### config.mk
export PLATFORM = sky130hd
export DESIGN_NAME = cbbc_core
export DESIGN_NICKNAME = d
export VERILOG_FILES = /design/src/rtl/cbbc_pkg.sv /design/src/rtl/cbbc_axil_regs.sv /design/src/rtl/cbbc_core.sv
export SDC_FILE = /design/constraint.sdc
export NUM_CORES = 1
export LEC_CHECK = 0
export ABC_CLOCK_PERIOD_IN_PS = 3510
export BUFFER_PORTS_ARGS = -buffer_cell sky130_fd_sc_hd__buf_2
export CAP_MARGIN = 30
export CORE_MARGIN = 2
export CORE_UTILIZATION = 48
export CTS_CLUSTER_SIZE = 16
export DETAILED_ROUTE_END_ITERATION = 12
export PLACE_DENSITY = 0.74
export REMOVE_ABC_BUFFERS = 1
export SYNTH_ARGS = -nofsm -noshare
export SYNTH_HDL_FRONTEND = slang
export SYNTH_SLANG_ARGS = --single-unit
### constraint.sdc
create_clock -name aclk -period 3.51 [get_ports aclk]
set_input_delay 0.1755 -clock aclk [delete_from_list [all_inputs] [get_ports aclk]]
set_output_delay 0.1755 -clock aclk [all_outputs]
set_load 0.1 [all_outputs]
### src/rtl/cbbc_pkg.sv
package cbbc_pkg;
	localparam int PC_W    = 21;
	localparam int DADDR_W = 12;
	localparam int AXI_A_W = 8;
	localparam int AXI_D_W = 32;

	// Access bank: low file addresses in bank 0, the rest in the top bank
	localparam logic [7:0] ACC_SPLIT_DEF = 8'h80;
	localparam logic [3:0] ACC_LOW_BANK  = 4'h0;
	localparam logic [3:0] ACC_HIGH_BANK = 4'hf;

	localparam logic [PC_W-1:0] PC_RST      = 21'h000000;
	localparam logic [PC_W-1:0] PC_STEP     = 21'h000002;
	localparam logic [PC_W-1:0] CALL_RET_STEP = 21'h000004;

	// Opcode patterns, compared on the bits that the mask keeps; watchdog clear on the whole word
	localparam logic [15:0] MASK_TOGGLE = 16'hf000;
	localparam logic [15:0] CODE_TOGGLE = 16'h7000;
	localparam logic [15:0] MASK_BRANCH = 16'hff00;
	localparam logic [15:0] CODE_BOV    = 16'he400;
	localparam logic [15:0] CODE_BZ     = 16'he000;
	localparam logic [15:0] MASK_CALL   = 16'hfe00;
	localparam logic [15:0] CODE_CALL   = 16'hec00;
	localparam logic [15:0] MASK_CLEAR  = 16'hfe00;
	localparam logic [15:0] CODE_CLEAR  = 16'h6a00;
	localparam logic [15:0] CODE_WDT    = 16'h0004;
	localparam int BIT_ACCESS = 8;
	localparam int BIT_FAST   = 8;
	localparam logic [7:0] CLEAR_VALUE = 8'h00;

	// Register map
	localparam logic [AXI_A_W-1:0] REG_CTRL_OFS   = 8'h00;
	localparam logic [AXI_A_W-1:0] REG_PC_OFS     = 8'h04;
	localparam logic [AXI_A_W-1:0] REG_INSTR_OFS  = 8'h08;
	localparam logic [AXI_A_W-1:0] REG_RETIRE_OFS = 8'h0c;
	localparam int CTRL_RUN_BIT = 0;
	localparam logic CTRL_RUN_RST = 1'b1;
	localparam logic [1:0] RESP_OKAY   = 2'h0;
	localparam logic [1:0] RESP_SLVERR = 2'h2;

	typedef enum logic [3:0] {
		PH_Q1 = 4'b0001,
		PH_Q2 = 4'b0010,
		PH_Q3 = 4'b0100,
		PH_Q4 = 4'b1000
	} cbbc_phase_e;

	typedef enum logic [6:0] {
		OP_NONE        = 7'b0000001,
		OP_BIT_TOGGLE  = 7'b0000010,
		OP_BRANCH_OV   = 7'b0000100,
		OP_BRANCH_ZERO = 7'b0001000,
		OP_CALL        = 7'b0010000,
		OP_REG_CLEAR   = 7'b0100000,
		OP_WDT_CLEAR   = 7'b1000000
	} cbbc_op_e;

	typedef struct packed {
		logic [DADDR_W-1:0] addr;
		logic [7:0]         wdata;
		logic               rd_en;
		logic               wr_en;
	} cbbc_dmem_s;

	typedef struct packed {
		logic [PC_W-1:0] pc;
		logic [15:0]     instr;
		logic [31:0]     retired;
	} cbbc_stat_s;
endpackage

### src/rtl/cbbc_axil_regs.sv
`timescale 1ns/1ps
module cbbc_axil_regs import cbbc_pkg::*; (
	input  wire logic               aclk,
	input  wire logic               aresetn,
	input  wire logic [AXI_A_W-1:0] awaddr,
	input  wire logic               awvalid,
	output logic                    awready,
	input  wire logic [AXI_D_W-1:0] wdata,
	input  wire logic [3:0]         wstrb,
	input  wire logic               wvalid,
	output logic                    wready,
	output logic [1:0]              bresp,
	output logic                    bvalid,
	input  wire logic               bready,
	input  wire logic [AXI_A_W-1:0] araddr,
	input  wire logic               arvalid,
	output logic                    arready,
	output logic [AXI_D_W-1:0]      rdata,
	output logic [1:0]              rresp,
	output logic                    rvalid,
	input  wire logic               rready,
	input  wire cbbc_stat_s         core_stat,
	output logic                    run
);
	logic               aw_ff, nxt_aw, w_ff, nxt_w, strb_ff, nxt_strb;
	logic [AXI_A_W-1:0] awaddr_ff, nxt_awaddr;
	logic [AXI_D_W-1:0] wdata_ff, nxt_wdata, rdata_ff, nxt_rdata;
	logic               bvalid_ff, nxt_bvalid, rvalid_ff, nxt_rvalid, ctrl_ff, nxt_ctrl;
	logic [1:0]         bresp_ff, nxt_bresp, rresp_ff, nxt_rresp;
	logic [AXI_A_W-1:0] wa, ra;

	assign awready = !aw_ff;
	assign wready  = !w_ff;
	assign arready = !rvalid_ff;
	assign bvalid  = bvalid_ff;
	assign bresp   = bresp_ff;
	assign rvalid  = rvalid_ff;
	assign rdata   = rdata_ff;
	assign rresp   = rresp_ff;
	assign run     = ctrl_ff;

	//////////////////////////////////////////////////////////////////////
	always_comb begin
		nxt_aw = aw_ff;
		nxt_w = w_ff;
		nxt_strb = strb_ff;
		nxt_awaddr = awaddr_ff;
		nxt_wdata = wdata_ff;
		nxt_bvalid = bvalid_ff;
		nxt_bresp = bresp_ff;
		nxt_ctrl = ctrl_ff;
		nxt_rvalid = rvalid_ff;
		nxt_rdata = rdata_ff;
		nxt_rresp = rresp_ff;
		wa = {awaddr_ff[AXI_A_W-1:2], 2'b00};
		ra = {araddr[AXI_A_W-1:2], 2'b00};
		if (awvalid && !aw_ff) begin
			nxt_aw = 1'b1;
			nxt_awaddr = awaddr;
		end
		if (wvalid && !w_ff) begin
			nxt_w = 1'b1;
			nxt_wdata = wdata;
			nxt_strb = wstrb[0];
		end
		if (bvalid_ff && bready)
			nxt_bvalid = 1'b0;
		// Address and data may arrive in either order; act once both are held
		if (aw_ff && w_ff && !bvalid_ff) begin
			nxt_aw = 1'b0;
			nxt_w = 1'b0;
			nxt_bvalid = 1'b1;
			nxt_bresp = RESP_OKAY;
			if (wa == REG_CTRL_OFS) begin
				if (strb_ff)
					nxt_ctrl = wdata_ff[CTRL_RUN_BIT];
			end else if (wa != REG_PC_OFS && wa != REG_INSTR_OFS && wa != REG_RETIRE_OFS) begin
				nxt_bresp = RESP_SLVERR;
			end
		end
		if (rvalid_ff && rready)
			nxt_rvalid = 1'b0;
		if (arvalid && !rvalid_ff) begin
			nxt_rvalid = 1'b1;
			nxt_rresp = RESP_OKAY;
			nxt_rdata = '0;
			unique case (ra)
				REG_CTRL_OFS:   nxt_rdata[CTRL_RUN_BIT] = ctrl_ff;
				REG_PC_OFS:     nxt_rdata[PC_W-1:0] = core_stat.pc;
				REG_INSTR_OFS:  nxt_rdata[15:0] = core_stat.instr;
				REG_RETIRE_OFS: nxt_rdata = core_stat.retired;
				default:        nxt_rresp = RESP_SLVERR;
			endcase
		end
	end

	always_ff @(posedge aclk) begin
		if (!aresetn) begin
			aw_ff <= 1'b0;
			w_ff <= 1'b0;
			strb_ff <= 1'b0;
			awaddr_ff <= '0;
			wdata_ff <= '0;
			bvalid_ff <= 1'b0;
			bresp_ff <= RESP_OKAY;
			ctrl_ff <= CTRL_RUN_RST;
			rvalid_ff <= 1'b0;
			rdata_ff <= '0;
			rresp_ff <= RESP_OKAY;
		end else begin
			aw_ff <= nxt_aw;
			w_ff <= nxt_w;
			strb_ff <= nxt_strb;
			awaddr_ff <= nxt_awaddr;
			wdata_ff <= nxt_wdata;
			bvalid_ff <= nxt_bvalid;
			bresp_ff <= nxt_bresp;
			ctrl_ff <= nxt_ctrl;
			rvalid_ff <= nxt_rvalid;
			rdata_ff <= nxt_rdata;
			rresp_ff <= nxt_rresp;
		end
	end
endmodule

### src/rtl/cbbc_core.sv
`timescale 1ns/1ps
// Contract
// (RL1) Bit toggle inverts only the indexed bit of the addressed register; flags kept.
// (RL2) Access bit 0 uses the fixed access bank; 1 uses the bank select register.
// (RL3) Branch on overflow jumps only when the overflow flag is 1; flags kept.
// (RL4) Branch on zero jumps only when the zero flag is 1; flags kept.
// (RL5) Taken branch target is current address plus 2 plus twice the offset.
// (RL6) Untaken branch takes one cycle; taken takes two, PC written in Q4.
// (RL7) Call pushes current address plus 4, then loads target into PC bits 20..1.
// (RL8) Call with fast bit set copies working, status and bank select to shadows.
// (RL9) Call decodes from two words: 1110110s plus k low, then 1111 plus k high.
// (RL10) Call takes two cycles: push in Q3, high literal and PC write in Q4.
// (RL11) Register clear writes 00 to the addressed register and sets zero, one cycle.
// (RL12) Watchdog clear resets counter and postscaler, sets timeout and powerdown flags.
// (RL13) The prefetched word in a taken branch or call second cycle never executes.
module cbbc_core import cbbc_pkg::*; #(
	parameter logic [7:0] ACCESS_SPLIT = ACC_SPLIT_DEF
) (
	input  wire logic               aclk,
	input  wire logic               aresetn,
	input  wire logic [AXI_A_W-1:0] awaddr,
	input  wire logic               awvalid,
	output logic                    awready,
	input  wire logic [AXI_D_W-1:0] wdata,
	input  wire logic [3:0]         wstrb,
	input  wire logic               wvalid,
	output logic                    wready,
	output logic [1:0]              bresp,
	output logic                    bvalid,
	input  wire logic               bready,
	input  wire logic [AXI_A_W-1:0] araddr,
	input  wire logic               arvalid,
	output logic                    arready,
	output logic [AXI_D_W-1:0]      rdata,
	output logic [1:0]              rresp,
	output logic                    rvalid,
	input  wire logic               rready,
	output logic [PC_W-1:0]         prog_addr,
	input  wire logic [15:0]        prog_word,
	input  wire logic [15:0]        prog_word_next,
	output cbbc_dmem_s              dmem,
	input  wire logic [7:0]         dmem_rdata,
	input  wire logic [3:0]         bank_select_reg,
	input  wire logic               overflow_flag,
	input  wire logic               zero_flag,
	input  wire logic [7:0]         working_reg,
	input  wire logic [7:0]         status_reg,
	output logic                    zero_set,
	output logic [7:0]              working_shadow,
	output logic [7:0]              status_shadow,
	output logic [3:0]              bank_select_shadow,
	output logic                    stack_push,
	output logic [PC_W-1:0]         return_stack_top,
	output logic                    watchdog_clear,
	output logic                    timeout_flag_set,
	output logic                    powerdown_flag_set,
	output logic                    cycle_flushed
);
	cbbc_phase_e     phase_ff, nxt_phase;
	cbbc_op_e        op_ff, nxt_op;
	logic [15:0]     ir_ff, nxt_ir;
	logic [PC_W-1:0] pc_ff, nxt_pc;
	logic [PC_W-1:0] ret_ff, nxt_ret;
	logic [PC_W-1:0] branch_target;
	logic [7:0]      rdata_ff, nxt_rdata;
	logic            flush_ff, nxt_flush;
	logic            push_ff, nxt_push;
	logic            zero_ff, nxt_zero;
	logic            wdt_ff, nxt_wdt;
	logic [7:0]      ws_ff, nxt_ws, ss_ff, nxt_ss;
	logic [3:0]      bs_ff, nxt_bs;
	logic [31:0]     retired_ff, nxt_retired;
	cbbc_dmem_s      dmem_ff, nxt_dmem;
	cbbc_stat_s      stat;
	logic            run;
	logic            taken;
	logic [7:0]      toggle_mask;

	//////////////////////////////////////////////////////////////////////
	// Decode of the word at the current PC
	function automatic cbbc_op_e decode(input logic [15:0] w);
		cbbc_op_e op;
		op = OP_NONE;
		if ((w & MASK_TOGGLE) == CODE_TOGGLE)
			op = OP_BIT_TOGGLE; // [RL1]
		else if ((w & MASK_BRANCH) == CODE_BOV)
			op = OP_BRANCH_OV; // [RL3]
		else if ((w & MASK_BRANCH) == CODE_BZ)
			op = OP_BRANCH_ZERO; // [RL4]
		else if ((w & MASK_CALL) == CODE_CALL)
			op = OP_CALL; // [RL9]
		else if ((w & MASK_CLEAR) == CODE_CLEAR)
			op = OP_REG_CLEAR; // [RL11]
		else if (w == CODE_WDT)
			op = OP_WDT_CLEAR; // [RL12]
		return op;
	endfunction

	// File address: access bank split or bank select register
	function automatic logic [DADDR_W-1:0] file_addr(input logic [15:0] w,
		input logic [3:0] bank);
		logic [3:0] b;
		b = bank;
		if (!w[BIT_ACCESS])
			b = (w[7:0] < ACCESS_SPLIT) ? ACC_LOW_BANK : ACC_HIGH_BANK; // [RL2]
		return {b, w[7:0]};
	endfunction

	// One select line per data bit keeps the toggle a plain xor
	for (genvar i = 0; i < 8; i++) begin : g_toggle_sel
		assign toggle_mask[i] = (ir_ff[11:9] == 3'(i)); // [RL1]
	end

	//////////////////////////////////////////////////////////////////////
	// Offset doubled and sign-extended onto the word-aligned PC
	assign branch_target = pc_ff + PC_STEP + {{(PC_W-9){ir_ff[7]}}, ir_ff[7:0], 1'b0}; // [RL5]
	// Flags are read at the end of Q4, so a flag written earlier in the cycle counts
	assign taken = (op_ff == OP_BRANCH_OV && overflow_flag) // [RL3]
		|| (op_ff == OP_BRANCH_ZERO && zero_flag); // [RL4]

	always_comb begin
		nxt_phase = phase_ff;
		nxt_op = op_ff;
		nxt_ir = ir_ff;
		nxt_pc = pc_ff;
		nxt_ret = ret_ff;
		nxt_rdata = rdata_ff;
		nxt_flush = flush_ff;
		nxt_push = 1'b0;
		nxt_zero = 1'b0;
		nxt_wdt = 1'b0;
		nxt_dmem = dmem_ff;
		nxt_dmem.rd_en = 1'b0;
		nxt_dmem.wr_en = 1'b0;
		unique case (phase_ff)
			PH_Q1: begin
				// A stopped core parks between instructions, never mid-cycle
				if (run) begin
					nxt_phase = PH_Q2;
					nxt_ir = prog_word;
					nxt_op = flush_ff ? OP_NONE : decode(prog_word); // [RL13]
					// Bank select is read here for the address; a later change hits the next instruction, or the Q3 shadow copy of a fast call
					nxt_dmem.addr = file_addr(prog_word, bank_select_reg);
					if (!flush_ff && (decode(prog_word) == OP_BIT_TOGGLE
						|| decode(prog_word) == OP_REG_CLEAR))
						nxt_dmem.rd_en = 1'b1;
				end
			end
			PH_Q2: begin
				nxt_phase = PH_Q3;
				nxt_rdata = dmem_rdata;
				if (op_ff == OP_CALL) begin
					nxt_push = 1'b1; // [RL10]
					// Captured before the PC moves in Q4
					nxt_ret = pc_ff + CALL_RET_STEP; // [RL7]
				end
				if (op_ff == OP_WDT_CLEAR)
					nxt_wdt = 1'b1; // [RL12]
			end
			PH_Q3: begin
				nxt_phase = PH_Q4;
				if (op_ff == OP_BIT_TOGGLE) begin
					nxt_dmem.wdata = rdata_ff ^ toggle_mask; // [RL1]
					nxt_dmem.wr_en = 1'b1;
				end
				if (op_ff == OP_REG_CLEAR) begin
					nxt_dmem.wdata = CLEAR_VALUE; // [RL11]
					nxt_dmem.wr_en = 1'b1;
					nxt_zero = 1'b1; // [RL11]
				end
			end
			PH_Q4: begin
				nxt_phase = PH_Q1;
				if (flush_ff) begin
					// The discarded cycle leaves the PC on the target
					nxt_flush = 1'b0; // [RL13]
				end else begin
					nxt_pc = pc_ff + PC_STEP; // [RL6]
					if (taken) begin
						nxt_pc = branch_target; // [RL5]
						nxt_flush = 1'b1; // [RL6]
					end
					if (op_ff == OP_CALL) begin
						// Second word sits at PC+2 and is read here
						nxt_pc = {prog_word_next[11:0], ir_ff[7:0], 1'b0}; // [RL7] [RL9]
						nxt_flush = 1'b1; // [RL10]
					end
				end
			end
			default: nxt_phase = PH_Q1;
		endcase
	end

	always_ff @(posedge aclk) begin
		if (!aresetn) begin
			phase_ff <= PH_Q1;
			op_ff <= OP_NONE;
			ir_ff <= 16'h0000;
			pc_ff <= PC_RST;
			ret_ff <= PC_RST;
			rdata_ff <= 8'h00;
			flush_ff <= 1'b0;
			push_ff <= 1'b0;
			zero_ff <= 1'b0;
			wdt_ff <= 1'b0;
			dmem_ff <= '0;
		end else begin
			phase_ff <= nxt_phase;
			op_ff <= nxt_op;
			ir_ff <= nxt_ir;
			pc_ff <= nxt_pc;
			ret_ff <= nxt_ret;
			rdata_ff <= nxt_rdata;
			flush_ff <= nxt_flush;
			push_ff <= nxt_push;
			zero_ff <= nxt_zero;
			wdt_ff <= nxt_wdt;
			dmem_ff <= nxt_dmem;
		end
	end

	//////////////////////////////////////////////////////////////////////
	// Shadow copies move only on a fast call, kept apart from the sequencer
	always_comb begin
		nxt_ws = ws_ff;
		nxt_ss = ss_ff;
		nxt_bs = bs_ff;
		if (phase_ff == PH_Q3 && op_ff == OP_CALL && ir_ff[BIT_FAST]) begin
			nxt_ws = working_reg; // [RL8]
			nxt_ss = status_reg; // [RL8]
			nxt_bs = bank_select_reg; // [RL8]
		end
	end

	always_ff @(posedge aclk) begin
		if (!aresetn) begin
			ws_ff <= 8'h00;
			ss_ff <= 8'h00;
			bs_ff <= 4'h0;
		end else begin
			ws_ff <= nxt_ws;
			ss_ff <= nxt_ss;
			bs_ff <= nxt_bs;
		end
	end

	//////////////////////////////////////////////////////////////////////
	// Retire count: a discarded second cycle is not an instruction
	always_comb begin
		nxt_retired = retired_ff;
		if (phase_ff == PH_Q4 && !flush_ff)
			nxt_retired = retired_ff + 32'h00000001;
	end

	always_ff @(posedge aclk) begin
		if (!aresetn)
			retired_ff <= 32'h00000000;
		else
			retired_ff <= nxt_retired;
	end

	//////////////////////////////////////////////////////////////////////
	assign prog_addr          = pc_ff;
	assign dmem               = dmem_ff;
	assign zero_set           = zero_ff;
	assign working_shadow     = ws_ff;
	assign status_shadow      = ss_ff;
	assign bank_select_shadow = bs_ff;
	assign stack_push         = push_ff;
	assign return_stack_top   = ret_ff;
	assign watchdog_clear     = wdt_ff; // [RL12]
	assign timeout_flag_set   = wdt_ff; // [RL12]
	assign powerdown_flag_set = wdt_ff; // [RL12]
	assign cycle_flushed      = flush_ff;

	assign stat.pc      = pc_ff;
	assign stat.instr   = ir_ff;
	assign stat.retired = retired_ff;

	cbbc_axil_regs u_regs (
		.aclk      (aclk),
		.aresetn   (aresetn),
		.awaddr    (awaddr),
		.awvalid   (awvalid),
		.awready   (awready),
		.wdata     (wdata),
		.wstrb     (wstrb),
		.wvalid    (wvalid),
		.wready    (wready),
		.bresp     (bresp),
		.bvalid    (bvalid),
		.bready    (bready),
		.araddr    (araddr),
		.arvalid   (arvalid),
		.arready   (arready),
		.rdata     (rdata),
		.rresp     (rresp),
		.rvalid    (rvalid),
		.rready    (rready),
		.core_stat (stat),
		.run       (run)
	);
endmodule

==> qor.yml <==
finalSetupViolCount: 0
p_clk_share_pct: 38.9
drt-pass1-iter-count: 5
die_y_um: 146
worst_ir_drop_vdd_uv: 387
r2r_cells: 13
post_cts_buffers: 0
synth_area_leaders: "dfxtp_1 40%, nand2_1 6.6%, nor2_1 6.6%"
synth_area_sq_mm: 0.00962
synth-seq-cells: 192
drtAntennaViolNets: 0
diodes: 0
cts_made_buffers: 17
syn_inst: 1195
grt-ovfl-total: 0
root_buffer: "clkbuf_16"
synth_top_area_cell: "dfxtp_1"
path_max_fanout: 8
endpoint_kind: "flop"
clk_pin_slew_ns: 0.08
via_count: 9509
drc: 0
crit_type: "flop to flop"
nFillCells: 1717
rrSetupSlack_ns: 0.14
p_int_w: 0.00349
grt_antenna_before_repair: 0
initial_core_util_pct: 49.1
routed_wl_um: 29100
htreeDepth: 4
hold_viol: 0
power.leakage_nw: 5.25
comb_power_share_pct: 15.1
max_slew_margin_pct: 42.5
cap_viol_max_count: 0
cp.arrival_ns: 3.72
die_width_um: 146
yosysMostFrequentCell: "dfxtp_1"
required_ns: 3.86
r2r_end: "prog_addr[20]"
p_sw_w: 0.00154
die_area_sq_mm: 0.0212
tightest_slew_ns: 0.861
grt_setup_unrepaired: "false"
ys.flop_type: "dfxtp_1"
period_needed_ns: 3.37
grt_max_degree: 145
power_density_mw_per_mm2: 413
cts_tree: "built"
setup_tns_ns: 0
grt_usage_pct: 26.7
p_sw_share_pct: 30.6
coreArea_sq_mm: 0.0196
status: "finished, final reports clean"
multi_input_area_sq_mm: 0.00543
syn_area_per_cell_sq_um: 8.05
hp-class: "primary input to flop"
clockBufferDepth: 2
wire_per_inst_um: 17.0
cts_sinks: 192
async_flop_share_pct: 0
drt_iter0_drc: 796
cp-startpoint: "prog_addr[2]"
ys_seq_area_share_pct: 40.0
slew_viol_final: 0
insertion_delay_ns: 0.44
synth_edf_count: 0
period_share_pct: 96.1
rows: 51
gp_congestion: 0.887
fmax_mhz: 296
vias_per_cell: 5.54
grt_pass1_vias: 8970
cp-endpoint: "prog_addr[20]"
crit_path_start_kind: "flop"
setup_ws_ns: 0.137
drive_above_1_share_pct: 22.9
yosysWarnings: 0
port_buffers: 205
synth_common_cells: "192 x dfxtp_1, 170 x nand2_1, 169 x nor2_1"
pin_count: 252
synth_cell_types: 64
hpwl_um: 20000
areaGrowthSynthToFinish_pct: 26.7
nets: 1588
regArea_sq_mm: 0.00384
grt_first_pass_wirelength_um: 46200
fin_skew_ns: 0.0126
synth_top_area_share_pct: 40.0
hold_path.startpoint: "arvalid"
place_ws_ns: -0.0429
p_seq_share_pct: 46.0
r2r-start: "prog_addr[2]"
worst min path at each step:
stage	to	slack [ns]	depth (start not counted)
after detailed placement	u_regs.rvalid	0.37	2
after global placement	u_regs.rvalid	0.36	2
final	u_regs.rvalid	0.02	3
after floorplan	u_regs.run	0.24	1
after CTS	ir_ff[5]	0.004	3
after global routing	ir_ff[7]	0.01	3
stage by stage:
stage	utilization, %	hold WS [ns]	cells	power [W]	instance area, sq um
final	62.2	0.0168	1715	0.00503	12200
after global routing	62.2	0.0130	1715	0.00523	12200
after CTS	61.9	0.00441	1715	0.00505	12100
after detailed placement	56.5	0.369	1639	0.00307	11100
after global placement	56.5	0.360	1639	0.00306	11100
after floorplan	-	0.237	1108	0.00284	9230
critical path, stage by stage, from the launching register on:
cell      delay [ns]
dfxtp_1         0.35
buf_4           0.17
ha_1            0.24
nand3_1         0.15
buf_4           0.17
nor3_1          0.21
xor2_1          0.27
ha_1            0.33
o21ai_0         0.22
a21oi_1         0.06
a211o_1         0.30
a31oi_4         0.19
mux4_2          0.52
o311ai_1        0.09
power groups by stage:
| stage | Combinational (W) | Clock (W) | Sequential [W] |
|---|---|---|---|
| 3_3_place_gp | 0.000698 | 0 | 0.00236 |
| 6_report | 0.000759 | 0.00196 | 0.00232 |
| 2_1_floorplan | 0.000318 | 0 | 0.00252 |
| 3_5_place_dp | 0.000707 | 0 | 0.00236 |
| 4_1_cts | 0.000748 | 0.00199 | 0.00231 |
| 5_1_grt | 0.000816 | 0.00209 | 0.00232 |
cells by family (layout without fill, tap and decap cells):
family / Yosys count / in the layout / share of synthesized area, %
compound gates: 257 / 257 / 16.6
xor+xnor: 84 / 84 / 7.65
fa+ha+maj: 28 / 28 / 3.72
buf+inv: 101 / 353 / 4.57
flops: 192 / 192 / 40.0
mux: 32 / 32 / 3.64
other cells: 1 / 4 / 0.0390
simple gates: 500 / 500 / 23.8
registers in the layout, indices dropped and copies added (netlist names), 4 cells and up:
signal,flops
phase_ff,4
status_shadow,8
return_stack_top,20
working_shadow,8
u_regs.awaddr_ff,6
retired_ff,32
rdata_ff,8
prog_addr,20
ir_ff,16
bank_select_shadow,4
op_ff,7
u_regs.rdata,32
dmem,14
per-layer routing:
layer / vias to the layer above / global-route usage (%) / part of all wire (%)
li1: 4626 / - / -
met1: 4441 / 34.2 / 43
met2: 396 / 44.8 / 47
met3: 46 / 6.08 / 7.7
met4: 0 / 8.38 / 2.1
met5: - / 0 / 0
placed cells by master (no fill, tap or decap), types with 5 or more instances in the layout:
cell type      instances
nand2_1              170
nand3b_1               6
nor3_1                25
a21o_1                13
mux2_2                14
and2_1                16
xnor2_1               40
o22ai_1                5
dfxtp_1              192
or3_1                  6
a22oi_1               31
nor2b_1                6
mux2i_1               17
o21ai_0               30
dlygate4sd3_1         46
xor2_1                41
inv_1                 10
clkbuf_16             17
ha_1                  27
and3_1                14
o221ai_1               6
buf_4                 60
nand4_1               14
a211oi_1              28
nor2_1               168
and4_1                 6
nor4_1                 6
nand3_1               34
buf_2                205
a21oi_1              110
area by class of cell:
class | instances | area share [%]
multi-input cells | 905 | 44.5
flip-flops and latches | 192 | 31.5
repair buffers | 312 | 16.1
clock buffers | 18 | 3.60
well taps | 265 | 2.72
clock inverters | 12 | 1.17
inverters | 11 | 0.359
what timing repair did:
item / in CTS / in global routing
gates cloned: 0 / 0
hold buffers: 46 / 0
endpoints found under the setup margin: 1 / 2
hold endpoints to repair: 46 / 0
pin swaps: 0 / 1
gates resized for setup: 1 / 8
(Power assumes the default switching activity.)
